--- src/verilog/psc_defines.svh ---
// Offsets, field positions, reset values and timing figures of the power sequence bank
`ifndef PSC_DEFINES_SVH
`define PSC_DEFINES_SVH

// ----------------------------------------------------------------------------
// Register offsets (register index on the plain port)
// ----------------------------------------------------------------------------
`define PSC_ADDR_UPWAIT   8'h10
`define PSC_ADDR_CSUM     8'h11
`define PSC_ADDR_DOWN     8'h12
`define PSC_ADDR_REL      8'h13
`define PSC_ADDR_BOOST    8'h14
`define PSC_NREG          5
`define PSC_IDX_W         3

// ----------------------------------------------------------------------------
// Masks and reset values
// ----------------------------------------------------------------------------
`define PSC_STORE_MSK     24'h0fffff
`define PSC_PROG_MSK      24'h000c00
`define PSC_RST_WORD      24'h000000

// ----------------------------------------------------------------------------
// Field positions
// ----------------------------------------------------------------------------
`define PSC_UPW_LO        4
`define PSC_CSUM_HI       19
`define PSC_CSUM_LO       12
`define PSC_PROG_HI       11
`define PSC_PROG_LO       10
`define PSC_FS_BIT        7
`define PSC_KILL_BIT      4
`define PSC_MAIN_REGULATOR_LO       18
`define PSC_DN_LO         4
`define PSC_REL_HI        19
`define PSC_REL_LO        4
`define PSC_GOOD_LO       18
`define PSC_BYP_BIT       17
`define PSC_LVL_LO        15
`define PSC_INH_BIT       14
`define PSC_TMR_LO        11
`define PSC_CRK_BIT       10
`define PSC_SNS_LO        8
`define PSC_CRC_HI        3
`define PSC_DATA_LO       4

// ----------------------------------------------------------------------------
// Check nibble: polynomial x^4+x+1, seed all ones
// ----------------------------------------------------------------------------
`define PSC_CRC_POLY      4'h3
`define PSC_CRC_SEED      4'hf

// ----------------------------------------------------------------------------
// Times
// ----------------------------------------------------------------------------
`define PSC_CLK_HZ        20000000
`define PSC_MS_PER_S      1000
`define PSC_CYC_PER_MS    (`PSC_CLK_HZ / `PSC_MS_PER_S)
`define PSC_T0_MS         5'd0
`define PSC_T2_MS         5'd2
`define PSC_T5_MS         5'd5
`define PSC_T10_MS        5'd10
`define PSC_T20_MS        5'd20
`define PSC_BT1_MS        14'd500
`define PSC_BT2_MS        14'd1000
`define PSC_BT3_MS        14'd2000
`define PSC_BT4_MS        14'd4000
`define PSC_BT5_MS        14'd6000
`define PSC_BT6_MS        14'd8000
`define PSC_BT7_MS        14'd10000

// ----------------------------------------------------------------------------
// Thresholds in millivolts
// ----------------------------------------------------------------------------
`define PSC_GOOD_BASE     14'd5500
`define PSC_LVL_BASE      14'd6000
`define PSC_VSTEP         14'd1000
`define PSC_BYP_LO        14'd500
`define PSC_BYP_HI        14'd1000
`define PSC_SNS_BASE      14'd5400
`define PSC_SNS_STEP      14'd150

`endif

--- src/verilog/psc_pkg.sv ---
// Types shared by the power sequence configuration bank
package psc_pkg;
   typedef logic [23:0] psc_word_t;
   typedef logic [13:0] psc_mv_t;
   typedef enum logic {TMR_IDLE, TMR_RUN} psc_tmr_state_e;
   typedef struct packed {
      logic        up_hold;
      logic        failsafe_n;
      logic        boost_en;
      logic        crank_only;
      psc_mv_t     timer_ms;
      psc_mv_t     good_mv;
      psc_mv_t     level_mv;
      psc_mv_t     bypass_mv;
      psc_mv_t     sense_mv;
      logic        sleep_grant;
      logic [15:0] release_id;
      logic [7:0]  checksum;
      logic [1:0]  prog;
      logic [4:0]  crc_err;
   } psc_cfg_s;
endpackage

--- src/verilog/psc_tmr_if.sv ---
// Link between the bank and its power-down delay timer
`timescale 1ns/1ps
interface psc_tmr_if;
   logic       start;
   logic [4:0] ms;
   logic       done;
   logic       busy;
   modport ctl (output start, output ms, input done, input busy);
   modport tmr (input start, input ms, output done, output busy);
endinterface

--- src/verilog/psc_config_bank.sv ---
// Power sequence configuration bank with sequencer-facing decode
// What this block does
// - Up steps 1-4 hold until power good
// - Down step delays 0, 2, 5, 10 ms
// - Main regulator down delay 2-20 ms
// - Sleep level sets failsafe pin level
// - Boost kill bit forces boost off
// - Programming status bits writable by NVM only
// - Release id writable only in emulation
// - Checksum split across upper and middle bytes
// - Boost good threshold 5.5 to 8.5 V
// - Bypass offset 1.0 or 0.5 V
// - Boost level 6 to 9 V
// - Pending wake flag blocks deep sleep
// - Each register carries a check nibble
// - Boost timer field and crank enable bit
// - Up steps 5-7 hold until power good
// - Boost timer codes 0 to 10 s
// - Crank only bit enables cranking boost
// - Supply sense 5.4 to 5.85 V
//
// The implementer's own choice: the address-and-strobe port.
`timescale 1ns/1ps
`include "psc_defines.svh"
module psc_config_bank #(
   parameter logic [14:0] MS_CYCLES = 15'(`PSC_CYC_PER_MS)
) (
   input  wire logic                core_clk_i,        // 20 MHz clock
   input  wire logic                reset_i,           // Synchronous reset
   input  wire logic [7:0]          reg_addr_i,        // Register index
   input  wire psc_pkg::psc_word_t  reg_wdata_i,       // Write data
   input  wire logic                reg_wr_i,          // Write strobe
   input  wire logic                reg_rd_i,          // Read strobe
   output psc_pkg::psc_word_t       reg_rdata_o,       // Read data, next cycle
   input  wire logic                user_prog_phase_one_i, // Emulation allowed
   input  wire logic                nvm_we_i,          // NVM controller load
   input  wire logic [7:0]          nvm_addr_i,        // NVM load index
   input  wire psc_pkg::psc_word_t  nvm_data_i,        // NVM load word
   input  wire logic [2:0]          up_step_i,         // Current up step, 0 none
   input  wire logic                power_good_i,      // Power-good pin
   output logic                     up_hold_o,         // Hold at this step
   input  wire logic                down_start_i,      // Start a down delay
   input  wire logic [2:0]          down_step_i,       // Down step, 0 main reg
   output logic                     down_busy_o,       // Delay running
   output logic                     down_done_o,       // Delay finished pulse
   input  wire logic                deep_sleep_i,      // FSM in deep sleep
   input  wire logic                failsafe_req_n_i,  // Level outside sleep
   output logic                     failsafe_out_n_o,  // Failsafe pin level
   input  wire logic                boost_off_i,       // Runtime boost off
   output logic                     boost_en_o,        // Boost allowed
   output logic                     boost_crank_only_o,// Crank boost enabled
   output psc_pkg::psc_mv_t         boost_timer_ms_o,  // Boost timeout, ms
   output psc_pkg::psc_mv_t         boost_good_mv_o,   // Boost good level
   output psc_pkg::psc_mv_t         boost_level_mv_o,  // Boost regulation
   output psc_pkg::psc_mv_t         bypass_mv_o,       // Bypass threshold
   output psc_pkg::psc_mv_t         supply_sense_mv_o, // Supply sense level
   input  wire logic                sleep_req_i,       // Deep sleep request
   input  wire logic                wake_flag_i,       // Wake flag pending
   output logic                     sleep_grant_o,     // Deep sleep allowed
   output logic [15:0]              user_image_release_o,  // Release id
   output logic [7:0]               user_image_checksum_o, // Image checksum
   output logic [1:0]               user_prog_state_bits_o,// Prog status
   output logic [4:0]               crc_err_o          // Check mismatch per reg
);
   import psc_pkg::*;

   // ------------------------------------------------------------------------
   // Storage
   // ------------------------------------------------------------------------
   psc_word_t bank [0:`PSC_NREG-1];
   psc_word_t next_bank [0:`PSC_NREG-1];
   psc_word_t rdata, next_rdata;
   psc_cfg_s  cfg, next_cfg;
   logic [2:0] pg_sync, next_pg_sync;
   logic       pg_q, next_pg_q;
   logic [4:0] crc_bad;

   psc_tmr_if tmr ();

   // Check nibble over the twenty stored bits above it
   function automatic logic [3:0] crc4(input logic [19:0] d);
      logic [3:0] c;
      logic       fb;
      c = `PSC_CRC_SEED;
      for (int i = 19; i >= 0; i--) begin
         fb = c[3] ^ d[i];
         c  = {c[2:0], 1'b0} ^ (fb ? `PSC_CRC_POLY : 4'h0);
      end
      return c;
   endfunction

   // Index of an address inside the bank, or out of range
   function automatic logic [`PSC_IDX_W:0] reg_idx(input logic [7:0] a);
      logic [7:0] off;
      off = a - `PSC_ADDR_UPWAIT;
      if (a >= `PSC_ADDR_UPWAIT && a <= `PSC_ADDR_BOOST) begin
         return {1'b1, off[`PSC_IDX_W-1:0]};
      end
      return '0;
   endfunction

   // Step delay codes: 0, 2, 5, 10 ms
   function automatic logic [4:0] step_ms(input logic [1:0] c);
      case (c)
         2'b00:   return `PSC_T0_MS;
         2'b01:   return `PSC_T2_MS;
         2'b10:   return `PSC_T5_MS;
         default: return `PSC_T10_MS;
      endcase
   endfunction

   // ------------------------------------------------------------------------
   // Register writes
   // ------------------------------------------------------------------------
   // NVM load wins over a software write in the same cycle; software only
   // reaches the bank while emulation is open, and never the status bits
   logic [`PSC_IDX_W:0] nvm_ix, bus_ix;
   psc_word_t           bus_w;
   always_comb begin
      nvm_ix = reg_idx(nvm_addr_i);
      bus_ix = reg_idx(reg_addr_i);
      bus_w  = reg_wdata_i & `PSC_STORE_MSK;
      for (int i = 0; i < `PSC_NREG; i++) begin
         next_bank[i] = bank[i];
      end
      if (nvm_we_i && nvm_ix[`PSC_IDX_W]) begin
         next_bank[nvm_ix[`PSC_IDX_W-1:0]] = nvm_data_i & `PSC_STORE_MSK;
      end else if (reg_wr_i && user_prog_phase_one_i && bus_ix[`PSC_IDX_W]) begin
         if (bus_ix[`PSC_IDX_W-1:0] == 3'(`PSC_ADDR_CSUM - `PSC_ADDR_UPWAIT)) begin
            bus_w = (bus_w & ~`PSC_PROG_MSK) | (bank[1] & `PSC_PROG_MSK);
         end
         next_bank[bus_ix[`PSC_IDX_W-1:0]] = bus_w;
      end
   end

   // Bank registers; NVM refills them after reset
   always_ff @(posedge core_clk_i) begin
      for (int i = 0; i < `PSC_NREG; i++) begin
         if (reset_i) begin
            bank[i] <= `PSC_RST_WORD;
         end else begin
            bank[i] <= next_bank[i];
         end
      end
   end

   // ------------------------------------------------------------------------
   // Register reads
   // ------------------------------------------------------------------------
   // Unmapped indices read as zero
   always_comb begin
      next_rdata = rdata;
      if (reg_rd_i) begin
         next_rdata = bus_ix[`PSC_IDX_W] ? bank[bus_ix[`PSC_IDX_W-1:0]] : '0;
      end
   end

   // Read data register
   always_ff @(posedge core_clk_i) begin
      if (reset_i) begin
         rdata <= '0;
      end else begin
         rdata <= next_rdata;
      end
   end

   assign reg_rdata_o = rdata;

   // ------------------------------------------------------------------------
   // Check nibble per register
   // ------------------------------------------------------------------------
   genvar g;
   generate
      for (g = 0; g < `PSC_NREG; g++) begin : g_crc
         assign crc_bad[g] = crc4(bank[g][23:`PSC_DATA_LO]) != bank[g][`PSC_CRC_HI:0];
      end
   endgenerate

   // ------------------------------------------------------------------------
   // Power-good pin synchroniser
   // ------------------------------------------------------------------------
   // Level changes only once the last two stages agree, filtering glitches
   always_comb begin
      next_pg_sync = {pg_sync[1:0], power_good_i};
      next_pg_q    = (pg_sync[1] == pg_sync[2]) ? pg_sync[2] : pg_q;
   end

   // Synchroniser registers
   always_ff @(posedge core_clk_i) begin
      if (reset_i) begin
         pg_sync <= '0;
         pg_q    <= 1'b0;
      end else begin
         pg_sync <= next_pg_sync;
         pg_q    <= next_pg_q;
      end
   end

   // ------------------------------------------------------------------------
   // Power-down delays
   // ------------------------------------------------------------------------
   // A start while a delay runs is ignored; the sequencer waits for done
   always_comb begin
      tmr.start = down_start_i && !tmr.busy;
      if (down_step_i == 3'd0) begin
         case (bank[2][`PSC_MAIN_REGULATOR_LO +: 2])
            2'b00:   tmr.ms = `PSC_T2_MS;
            2'b01:   tmr.ms = `PSC_T5_MS;
            2'b10:   tmr.ms = `PSC_T10_MS;
            default: tmr.ms = `PSC_T20_MS;
         endcase
      end else begin
         tmr.ms = step_ms(bank[2][`PSC_DN_LO + 2 * (down_step_i - 3'd1) +: 2]);
      end
   end

   psc_delay_timer #(.MS_CYCLES(MS_CYCLES)) u_timer (
      .core_clk_i (core_clk_i),
      .reset_i    (reset_i),
      .tmr_if     (tmr.tmr)
   );

   assign down_busy_o = tmr.busy;
   assign down_done_o = tmr.done;

   // ------------------------------------------------------------------------
   // Decoded configuration outputs
   // ------------------------------------------------------------------------
   always_comb begin
      next_cfg = cfg;
      next_cfg.up_hold = (up_step_i != 3'd0)
         && bank[0][`PSC_UPW_LO + 32'(up_step_i) - 1] && !pg_q;
      next_cfg.failsafe_n = deep_sleep_i ? bank[1][`PSC_FS_BIT] : failsafe_req_n_i;
      next_cfg.boost_en = !bank[1][`PSC_KILL_BIT] && !boost_off_i;
      next_cfg.crank_only = bank[4][`PSC_CRK_BIT];
      case (bank[4][`PSC_TMR_LO +: 3])
         3'd0:    next_cfg.timer_ms = '0;
         3'd1:    next_cfg.timer_ms = `PSC_BT1_MS;
         3'd2:    next_cfg.timer_ms = `PSC_BT2_MS;
         3'd3:    next_cfg.timer_ms = `PSC_BT3_MS;
         3'd4:    next_cfg.timer_ms = `PSC_BT4_MS;
         3'd5:    next_cfg.timer_ms = `PSC_BT5_MS;
         3'd6:    next_cfg.timer_ms = `PSC_BT6_MS;
         default: next_cfg.timer_ms = `PSC_BT7_MS;
      endcase
      next_cfg.good_mv = `PSC_GOOD_BASE
         + 14'(bank[4][`PSC_GOOD_LO +: 2]) * `PSC_VSTEP;
      next_cfg.level_mv = `PSC_LVL_BASE
         + 14'(bank[4][`PSC_LVL_LO +: 2]) * `PSC_VSTEP;
      next_cfg.bypass_mv = next_cfg.level_mv
         + (bank[4][`PSC_BYP_BIT] ? `PSC_BYP_HI : `PSC_BYP_LO);
      next_cfg.sense_mv = `PSC_SNS_BASE
         + 14'(bank[4][`PSC_SNS_LO +: 2]) * `PSC_SNS_STEP;
      next_cfg.sleep_grant = sleep_req_i
         && !(bank[4][`PSC_INH_BIT] && wake_flag_i);
      next_cfg.release_id = bank[3][`PSC_REL_HI:`PSC_REL_LO];
      next_cfg.checksum = bank[1][`PSC_CSUM_HI:`PSC_CSUM_LO];
      next_cfg.prog = bank[1][`PSC_PROG_HI:`PSC_PROG_LO];
      next_cfg.crc_err = crc_bad;
   end

   // Output registers; failsafe idles high until configured
   always_ff @(posedge core_clk_i) begin
      if (reset_i) begin
         cfg            <= '0;
         cfg.failsafe_n <= 1'b1;
      end else begin
         cfg <= next_cfg;
      end
   end

   assign up_hold_o              = cfg.up_hold;
   assign failsafe_out_n_o       = cfg.failsafe_n;
   assign boost_en_o             = cfg.boost_en;
   assign boost_crank_only_o     = cfg.crank_only;
   assign boost_timer_ms_o       = cfg.timer_ms;
   assign boost_good_mv_o        = cfg.good_mv;
   assign boost_level_mv_o       = cfg.level_mv;
   assign bypass_mv_o            = cfg.bypass_mv;
   assign supply_sense_mv_o      = cfg.sense_mv;
   assign sleep_grant_o          = cfg.sleep_grant;
   assign user_image_release_o   = cfg.release_id;
   assign user_image_checksum_o  = cfg.checksum;
   assign user_prog_state_bits_o = cfg.prog;
   assign crc_err_o              = cfg.crc_err;
endmodule

--- src/verilog/psc_delay_timer.sv ---
// Millisecond delay timer for one power-down step
`timescale 1ns/1ps
`include "psc_defines.svh"
module psc_delay_timer #(
   parameter logic [14:0] MS_CYCLES = 15'(`PSC_CYC_PER_MS)
) (
   input  wire logic core_clk_i,  // 20 MHz clock
   input  wire logic reset_i,     // Synchronous reset
   psc_tmr_if.tmr    tmr_if       // Start and completion
);
   import psc_pkg::*;

   psc_tmr_state_e state, next_state;
   logic [14:0]    pre, next_pre;
   logic [4:0]     left, next_left;
   logic           done, next_done;

   // ------------------------------------------------------------------------
   // Delay sequencing
   // ------------------------------------------------------------------------
   // A zero delay finishes on the next edge so the step advances at once
   always_comb begin
      next_state = state;
      next_pre   = pre;
      next_left  = left;
      next_done  = 1'b0;
      case (state)
         TMR_IDLE: begin
            if (tmr_if.start) begin
               if (tmr_if.ms == `PSC_T0_MS) begin
                  next_done = 1'b1;
               end else begin
                  next_state = TMR_RUN;
                  next_left  = tmr_if.ms;
                  next_pre   = '0;
               end
            end
         end
         TMR_RUN: begin
            if (pre == MS_CYCLES - 15'd1) begin
               next_pre = '0;
               if (left == 5'd1) begin
                  next_done  = 1'b1;
                  next_state = TMR_IDLE;
               end else begin
                  next_left = left - 5'd1;
               end
            end else begin
               next_pre = pre + 15'd1;
            end
         end
         default: next_state = TMR_IDLE;
      endcase
   end

   // Registers of the timer
   always_ff @(posedge core_clk_i) begin
      if (reset_i) begin
         state <= TMR_IDLE;
         pre   <= '0;
         left  <= '0;
         done  <= 1'b0;
      end else begin
         state <= next_state;
         pre   <= next_pre;
         left  <= next_left;
         done  <= next_done;
      end
   end

   assign tmr_if.done = done;
   assign tmr_if.busy = (state == TMR_RUN);
endmodule

--- config.mk ---
export PLATFORM = sky130hd
export DESIGN_NAME = psc_config_bank
export DESIGN_NICKNAME = d
export VERILOG_FILES = /design/src/verilog/psc_pkg.sv /design/src/verilog/psc_tmr_if.sv /design/src/verilog/psc_config_bank.sv /design/src/verilog/psc_delay_timer.sv
export VERILOG_INCLUDE_DIRS = /design/src /design/src/verilog
export SDC_FILE = /design/constraint.sdc
export NUM_CORES = 1
export LEC_CHECK = 0
export BUFFER_PORTS_ARGS = -buffer_cell sky130_fd_sc_hd__clkbuf_2
export CORE_MARGIN = 4
export CORE_UTILIZATION = 37
export CTS_BUF_LIST = sky130_fd_sc_hd__clkbuf_8
export DETAILED_ROUTE_END_ITERATION = 8
export PLACE_DENSITY_LB_ADDON = 0.15
export SLEW_MARGIN = 20
export SYNTH_ARGS = -nofsm -noshare
export SYNTH_HDL_FRONTEND = slang
export SYNTH_SLANG_ARGS = --single-unit
--- constraint.sdc ---
create_clock -name core_clk_i -period 3.7 [get_ports core_clk_i]
set_clock_uncertainty 0.1 [all_clocks]
set_input_delay 0.185 -clock core_clk_i [delete_from_list [all_inputs] [get_ports core_clk_i]]
set_output_delay 0.185 -clock core_clk_i [all_outputs]
set_load 0.005 [all_outputs]
==> impl_metrics.yaml, run 1 <==
floorplan:
  die_area_sq_mm: 0.0363
  ios: 215
  start_util_pct: 37.7
  core_sq_mm: 0.0327
  die_h_microns: 191
  die_x_microns: 191
  num_rows: 66
sta:
  clock.fmax_mhz: 339
  tightest_slew_ps: 986
  finalHoldViolations: 0
  finalSetupViolations: 0
  slew_violations: 0
  slew-limit-headroom_pct: 34.2
  finalSetupTns_ps: 0
  fin_crit_sh_pct: 79.7
  fin_crit_ps: 2950
  grt_setup_unrepaired: "no"
worst_setup_path:
  worstPathCellList: "inv_1, ha_1, xnor2_1, xnor2_1, xnor3_2, xor2_2, mux2i_1, nand3_1, a32o_1"
  reg2reg_depth: 9
  cpMaxStageDelayCell: "dfxtp_1"
  cp_common_cell: "xnor2_1"
  critPathMaxStageDelay_ps: 480
  r2r-start: "bank[2][18]$_SDFFE_PP0P_"
  cp.arrival_ps: 3300
  cp_top_family: "XOR/XNOR gates"
  crit_fanout: 7
  r2r_setup_slack_ps: 750
  critPathRequiredTime_ps: 4050
  critical_path_class: "flop to flop"
  worst_setup_path_start_kind: "flop"
  crit_path_end_kind: "flop"
  cp-startpoint: "bank[2][18]$_SDFFE_PP0P_"
  crit_buf_inv: 1
  crit_cells: 9
  rr_endpoint: "crc_err_o[2]$_SDFF_PP0_"
placement:
  dp_cells: 1983
  gp_congestion: 0.891
  port-buffer-count: 191
  placed_area_sq_mm: 0.0136
  dp_hpwl_microns: 30000
routing:
  wl_microns: 41800
  dr.pass1.iters: 5
  drt_first_iter_violations: 872
  ant_nets: 0
  viasPerCell: 5.33
  remaining_drc_errors: 0
  avgRoutedWirePerCell_microns: 19.6
  route.vias.total: 11300
outcome:
  status: "completed"
min_path:
  hold_depth: 3
  min_from: "nvm_data_i[8]"
  whs_endpoint: "bank[4][8]$_SDFFE_PP0P_"
  hold_class: "input pin to flop"
logic_synthesis:
  synth-compound-area-share_pct: 18.5
  syn_avg_cell_area_sq_um: 8.68
  synthAdderAreaFrac_pct: 3.51
  synth_flop_cell: "dfxtp_1"
  async_flop_share_pct: 0
  yosysWarnings: 0
  synth_top_family_by_area: "simple AND/OR/NAND/NOR gates"
  seq_area_frac_synth_pct: 37.8
  synth_edf_count: 0
  yosys_register_bits: 233
  syn_inst: 1421
  synth_cell_types: 80
  synthMuxAreaShare_pct: 2.61
  synthXorXnorAreaFrac_pct: 11.2
  synthSimpleGateAreaFrac_pct: 20.6
  synth_area_sq_mm: 0.0123
global_route:
  grt.total_usage_pct: 22.4
  grt_overflow: 0
  grt_pass1_vias: 10900
  grt_pass1_wl_microns: 63900
  antenna_found_initial: 0
  grt_max_degree: 202
clocking:
  cts-hold-fix-buffers: 68
  clk_pin_slew_ps: 60
  cts_resized: 0
  numCtsBuffers: 43
  post_cts_buffers: 0
  htreeDepth: 2
  clkLatencyLatePin_ps: 570
  tritoncts: "built"
  cts.path.max_buffers: 3
  cts_sinks: 233
  clockRootBuffer: "clkbuf_8"
finish:
  drive_above_1_share_pct: 20.1
  final_cell_mix: "233 x dfxtp_1, 206 x nor2_1, 190 x clkbuf_2, 137 x nand2_1, 85 x xnor2_1"
  finalNonFillerCells: 2127
  antennaDiodeCount: 0
  num-fill-cells: 3281
  layout_commonest_cell: "dfxtp_1"
  area_growth_pct: 22.5
  design_area_sq_mm: 0.0151
  nNetsFinal: 1771
pwr:
  p_leak_nw: 6.25
  finalPower_mw: 5.39
  ir_worst_vdd_uv: 223
  p_per_area_mw_per_mm2: 357
run:
  cap_viol_max_count: 0
-- kinds of logic after synthesis --
logic type               count (synthesis)
AND/OR/NAND/NOR                        533
multiplexers                            22
XOR/XNOR                               128
adder cells (fa/ha/maj)                 34
buffers and inverters                  151
other                                    1
AO/OA/AOI/OAI                          319
flip-flops                             233
-- where the power goes --
part	internal (mW)	switching (mW)
Sequential	2.53	0.0142
Combinational	0.144	0.225
Clock	1.35	1.12
-- how the worst max path moves through the flow --
stage / to
3_5_place_dp: u_timer.left[4]$_SDFFE_PP0P_
2_1_floorplan: u_timer.pre[11]$_SDFFE_PP0P_
3_3_place_gp: u_timer.left[1]$_SDFFE_PP0P_
5_1_grt: crc_err_o[2]$_SDFF_PP0_
4_1_cts: crc_err_o[2]$_SDFF_PP0_
6_report: crc_err_o[2]$_SDFF_PP0_
-- registers in the layout (all words and copies together) (netlist names), 2 cells and up --
register / flops
bank: 100
boost_good_mv_o: 9
boost_level_mv_o: 8
boost_timer_ms_o: 12
bypass_mv_o: 12
crc_err_o: 5
pg_sync: 3
reg_rdata_o: 21
supply_sense_mv_o: 9
u_timer.left: 5
u_timer.pre: 15
user_image_checksum_o: 8
user_image_release_o: 16
user_prog_state_bits_o: 2
-- routing by layer --
| layer | track usage [%] | vias up | routed length (microns) |
|---|---|---|---|
| met5 | 0 | - | 0 |
| met4 | 8.34 | 0 | 1540 |
| met3 | 4.85 | 85 | 3050 |
| met2 | 35.6 | 432 | 19000 |
| met1 | 30.0 | 5397 | 18200 |
| li1 | - | 5427 | - |
-- metrics by stage --
stage               hold slack, ps  worst slack (ps)  utilization, %
floorplan                      156               520               -
global placement               246               395            41.5
detailed placement             244               298            41.5
CTS                           16.1               724            46.2
global route                   110               555            46.2
finish                        57.3               750            46.2
-- worst reg2reg max path, cell delays in order (launching register included) --
cell and delay (ps):
dfxtp_1 480, inv_1 140, ha_1 320, xnor2_1 320, xnor2_1 240, xnor3_2 450, xor2_2 200, mux2i_1 250
nand3_1 100, a32o_1 230
-- layout make-up --
class                      instances  area, sq um  share of cell area (%)
inverter                          40          150                   0.994
clock buffer                      56          771                    5.10
timing repair buffer             285         1850                    12.3
sequential                       233         4660                    30.9
tap                              442          553                    3.66
multi-input combinational       1051         7020                    46.5
clock inverter                    20         92.6                   0.613
-- cell usage after synthesis, types with 3 or more instances --
| cell type | number | area [sq um] |
|---|---|---|
| dfxtp_1 | 233 | 4660 |
| nor2_1 | 206 | 773 |
| nand2_1 | 137 | 514 |
| xnor2_1 | 85 | 744 |
| clkbuf_1 | 72 | 270 |
| o21ai_0 | 63 | 315 |
| nor3_1 | 48 | 240 |
| a31oi_1 | 47 | 294 |
| inv_1 | 40 | 150 |
| a21oi_1 | 39 | 195 |
| a211oi_1 | 38 | 285 |
| nor2b_1 | 38 | 238 |
| ha_1 | 33 | 413 |
| buf_4 | 25 | 188 |
| xor2_1 | 24 | 210 |
| o221ai_1 | 23 | 201 |
| a21o_1 | 21 | 158 |
| o21a_1 | 20 | 150 |
| nand3_1 | 17 | 85.1 |
| nor4_1 | 15 | 93.8 |
| xnor3_1 | 15 | 338 |
| a211oi_2 | 13 | 163 |
| mux2i_1 | 13 | 130 |
| a221oi_1 | 12 | 105 |
| nand4_1 | 10 | 62.6 |
| and2_1 | 9 | 56.3 |
| a311oi_2 | 8 | 120 |
| and3_1 | 8 | 50.1 |
| mux4_2 | 8 | 180 |
| buf_2 | 5 | 25.0 |
| buf_6 | 5 | 56.3 |
| nand2_4 | 5 | 56.3 |
| nand2b_1 | 5 | 31.3 |
| o22ai_1 | 5 | 31.3 |
| nor3b_1 | 4 | 30.0 |
| o211ai_1 | 4 | 30.0 |
| or2_2 | 4 | 25.0 |
| a22oi_1 | 3 | 22.5 |
| a311oi_1 | 3 | 26.3 |
| buf_1 | 3 | 11.3 |
| nand3b_1 | 3 | 22.5 |
| nor4b_1 | 3 | 26.3 |
| or3_1 | 3 | 18.8 |
(Power assumes the default switching activity.)
==> run 2, diff against run 1 <==
--- a/config.mk
+++ b/config.mk
@@ -6,6 +6,7 @@
 export SDC_FILE = /design/constraint.sdc
 export NUM_CORES = 1
 export LEC_CHECK = 0
+export ABC_AREA = 1
 export BUFFER_PORTS_ARGS = -buffer_cell sky130_fd_sc_hd__clkbuf_2
 export CORE_MARGIN = 4
 export CORE_UTILIZATION = 37
==> constraint.sdc (replaced) <==
create_clock -name core_clk_i -period 2.4 [get_ports core_clk_i]
set_clock_uncertainty 0.1 [all_clocks]
set_input_delay 0.12 -clock core_clk_i [delete_from_list [all_inputs] [get_ports core_clk_i]]
set_output_delay 0.12 -clock core_clk_i [all_outputs]
set_load 0.005 [all_outputs]
==> impl_metrics.yaml, run 2 <==
finish:
  largest_register_ff_count: 100
  layout_commonest_cell: "nand2_1"
  drive_above_1_share_pct: 24.1
  area_growth_pct: 30.6
  num-fill-cells: 3702
  final_cell_mix: "495 x nand2_1, 217 x inv_1, 215 x dfxtp_1, 190 x clkbuf_2, 164 x o21ai_0"
  regMostFlops: "bank"
  finalNonFillerCells: 2856
  nNetsFinal: 2481
  multi_input_area_sq_mm: 0.00771
  seqCellArea_sq_mm: 0.00470
logic_synthesis:
  yosysWarnings: 0
  synth_cell_types: 64
  synth_largest_area_cell: "dfxtp_1"
  syn_avg_cell_area_sq_um: 6.65
  async_flop_share_pct: 0
  synth_common_cells: "546 x nand2_1, 233 x dfxtp_1, 225 x inv_1, 164 x o21ai_0, 151 x nand3_1"
  synth_flop_cell: "dfxtp_1"
  yosysMostFrequentCell: "nand2_1"
  synth_area_sq_mm: 0.0134
  syn_inst: 2017
  seq_area_frac_synth_pct: 34.8
  synth_edf_count: 0
  synth_top_area_share_pct: 34.8
  synth_area_leaders: "dfxtp_1 35%, nand2_1 15%, inv_1 6.3%"
  yosys_register_bits: 233
pwr:
  combPwrFrac_pct: 12.4
  p_sw_mw: 2.58
  p_leak_nw: 8.16
  p_seq_share_pct: 42.5
  ir_worst_vdd_uv: 333
  p_per_area_mw_per_mm2: 533
  switching_share_pct: 27.6
  clkPwrFrac_pct: 45.1
  internal_power_mw: 6.76
global_route:
  grt_pass1_wl_microns: 77800
  grt_overflow: 0
  grt_max_degree: 127
  grt_pass1_vias: 13700
  grt.total_usage_pct: 25.2
  antenna_found_initial: 2
outcome:
  status: "completed"
sta:
  grt_setup_unrepaired: "yes"
  tightest_slew_ps: 833
  finalSetupViolations: 0
  slew-limit-headroom_pct: 44.4
  fin_crit_ps: 2310
  slew_violations: 0
  finalHoldViolations: 0
  clock.fmax_mhz: 432
  whs_ps: 44.3
  fin_crit_sh_pct: 96.4
floorplan:
  num_rows: 69
  ios: 215
  start_util_pct: 37.6
  die_area_sq_mm: 0.0393
  core_sq_mm: 0.0357
  die_x_microns: 198
  die_h_microns: 198
clocking:
  clk_pin_slew_ps: 60
  clkLatencyLatePin_ps: 600
  cts_sinks: 233
  clockRootBuffer: "clkbuf_8"
  cts.path.max_buffers: 3
  numCtsBuffers: 44
  htreeDepth: 2
  tritoncts: "built"
run:
  cap_viol_max_count: 0
worst_setup_path:
  cp_top_family: "simple AND/OR/NAND/NOR gates"
  cpMaxStageDelayCell: "dfxtp_2"
  crit_buf_inv: 3
  cp.arrival_ps: 2660
  crit_path_end_kind: "flop"
  critical_path_class: "flop to flop"
  cp_common_cell: "nand2_1"
  critPathMaxStageDelay_ps: 330
  critPathRequiredTime_ps: 2750
  crit_fanout: 5
  worst_setup_path_start_kind: "flop"
  worstPathCellList: "inv_2, ha_4, xnor2_4, xor2_4, buf_6, xnor2_1, nand2_1, nand2_1, nand2_2, nand2_2, inv_2, nand2_2, nand2_1, nand2_1, nand3_1, nor2_1, nor2_1"
routing:
  remaining_drc_errors: 0
  ant_nets: 0
  viasPerCell: 5.14
  avgRoutedWirePerCell_microns: 18.0
  dr.pass1.iters: 6
  wl_microns: 51300
  route.vias.total: 14700
  drt_first_iter_violations: 1303
placement:
  dp_hpwl_microns: 39700
  dp_cells: 2710
  port-buffer-count: 191
  gp_congestion: 0.941
min_path:
  hold_class: "input pin to flop"
run 2: cells by family after synthesis:
logic type	synth area share, %
AOI/OAI and AO/OA	20.1
adders and majority gates	3.23
muxes	0.0840
xor gates and xnor gates	2.28
DFF	34.8
and+or+nand+nor	28.7
other	0.0280
buffers and inverters	10.8
run 2: worst register-to-register path, delay by kind of cell (launching register included):
family	cells	cell delay, ps
xor gates and xnor gates	3	540
buffers and inverters	3	220
adders and majority gates	1	260
DFF	1	330
and+or+nand+nor	10	750
run 2: timing repair:
action | CTS | global route
setup endpoints to repair | 4 | 9
pin swaps | 2 | 29
hold buffers | 66 | 0
endpoints found under the hold margin | 84 | 0
resized for setup | 5 | 127
buffers inserted | 0 | 3
run 2: power by group through the flow:
stage / combinational, mW / clock (mW) / sequential, mW
2_1_floorplan: 0.697 / 0 / 4.06
3_3_place_gp: 1.06 / 0 / 4.06
3_5_place_dp: 1.07 / 0 / 4.06
4_1_cts: 1.14 / 4.29 / 3.98
5_1_grt: 1.28 / 4.47 / 3.98
6_report: 1.16 / 4.21 / 3.97
run 2: cell type report:
| cell class | count | area share, % |
|---|---|---|
| antenna | 1 | 0.0143 |
| tap | 461 | 3.29 |
| inverter | 241 | 5.22 |
| clock buffer | 54 | 4.24 |
| clock inverter | 22 | 1.11 |
| timing repair buffer | 387 | 15.3 |
| multi-input combinational | 1457 | 44.0 |
| sequential | 233 | 26.8 |
run 2: through the flow:
stage               power, mW  util (%)  setup TNS, ps  instance area, sq um  setup slack, ps
floorplan                4.75         -              0                 13500             16.2
global placement         5.13      43.5          -2490                 15500             -137
detailed placement       5.13      43.5          -3820                 15500             -193
CTS                      9.41      48.1              0                 17100             6.60
global route             9.73      49.1           -233                 17500             -103
finish                   9.34      49.1              0                 17500             85.7
run 2: metal layers:
metal	share of wire, %	up-vias	global-route usage, %
li1	-	7309	-
met1	45	6760	35.5
met2	44	504	39.5
met3	7.5	106	4.49
met4	3.2	0	8.03
met5	0	-	0
run 2: final timing paths:
path	start	endpoint	slack (ps)	cells past startpoint
worst max register to register	bank[4][19]$_SDFFE_PP0P_	crc_err_o[4]$_SDFF_PP0_	90	17
worst min register to register	pg_sync[0]$_SDFF_PP0_	pg_sync[1]$_SDFF_PP0_	310	2
worst max-delay path	bank[4][19]$_SDFFE_PP0P_	crc_err_o[4]$_SDFF_PP0_	90	17
worst min-delay path	reg_wdata_i[7]	bank[2][7]$_SDFFE_PP0P_	40	5
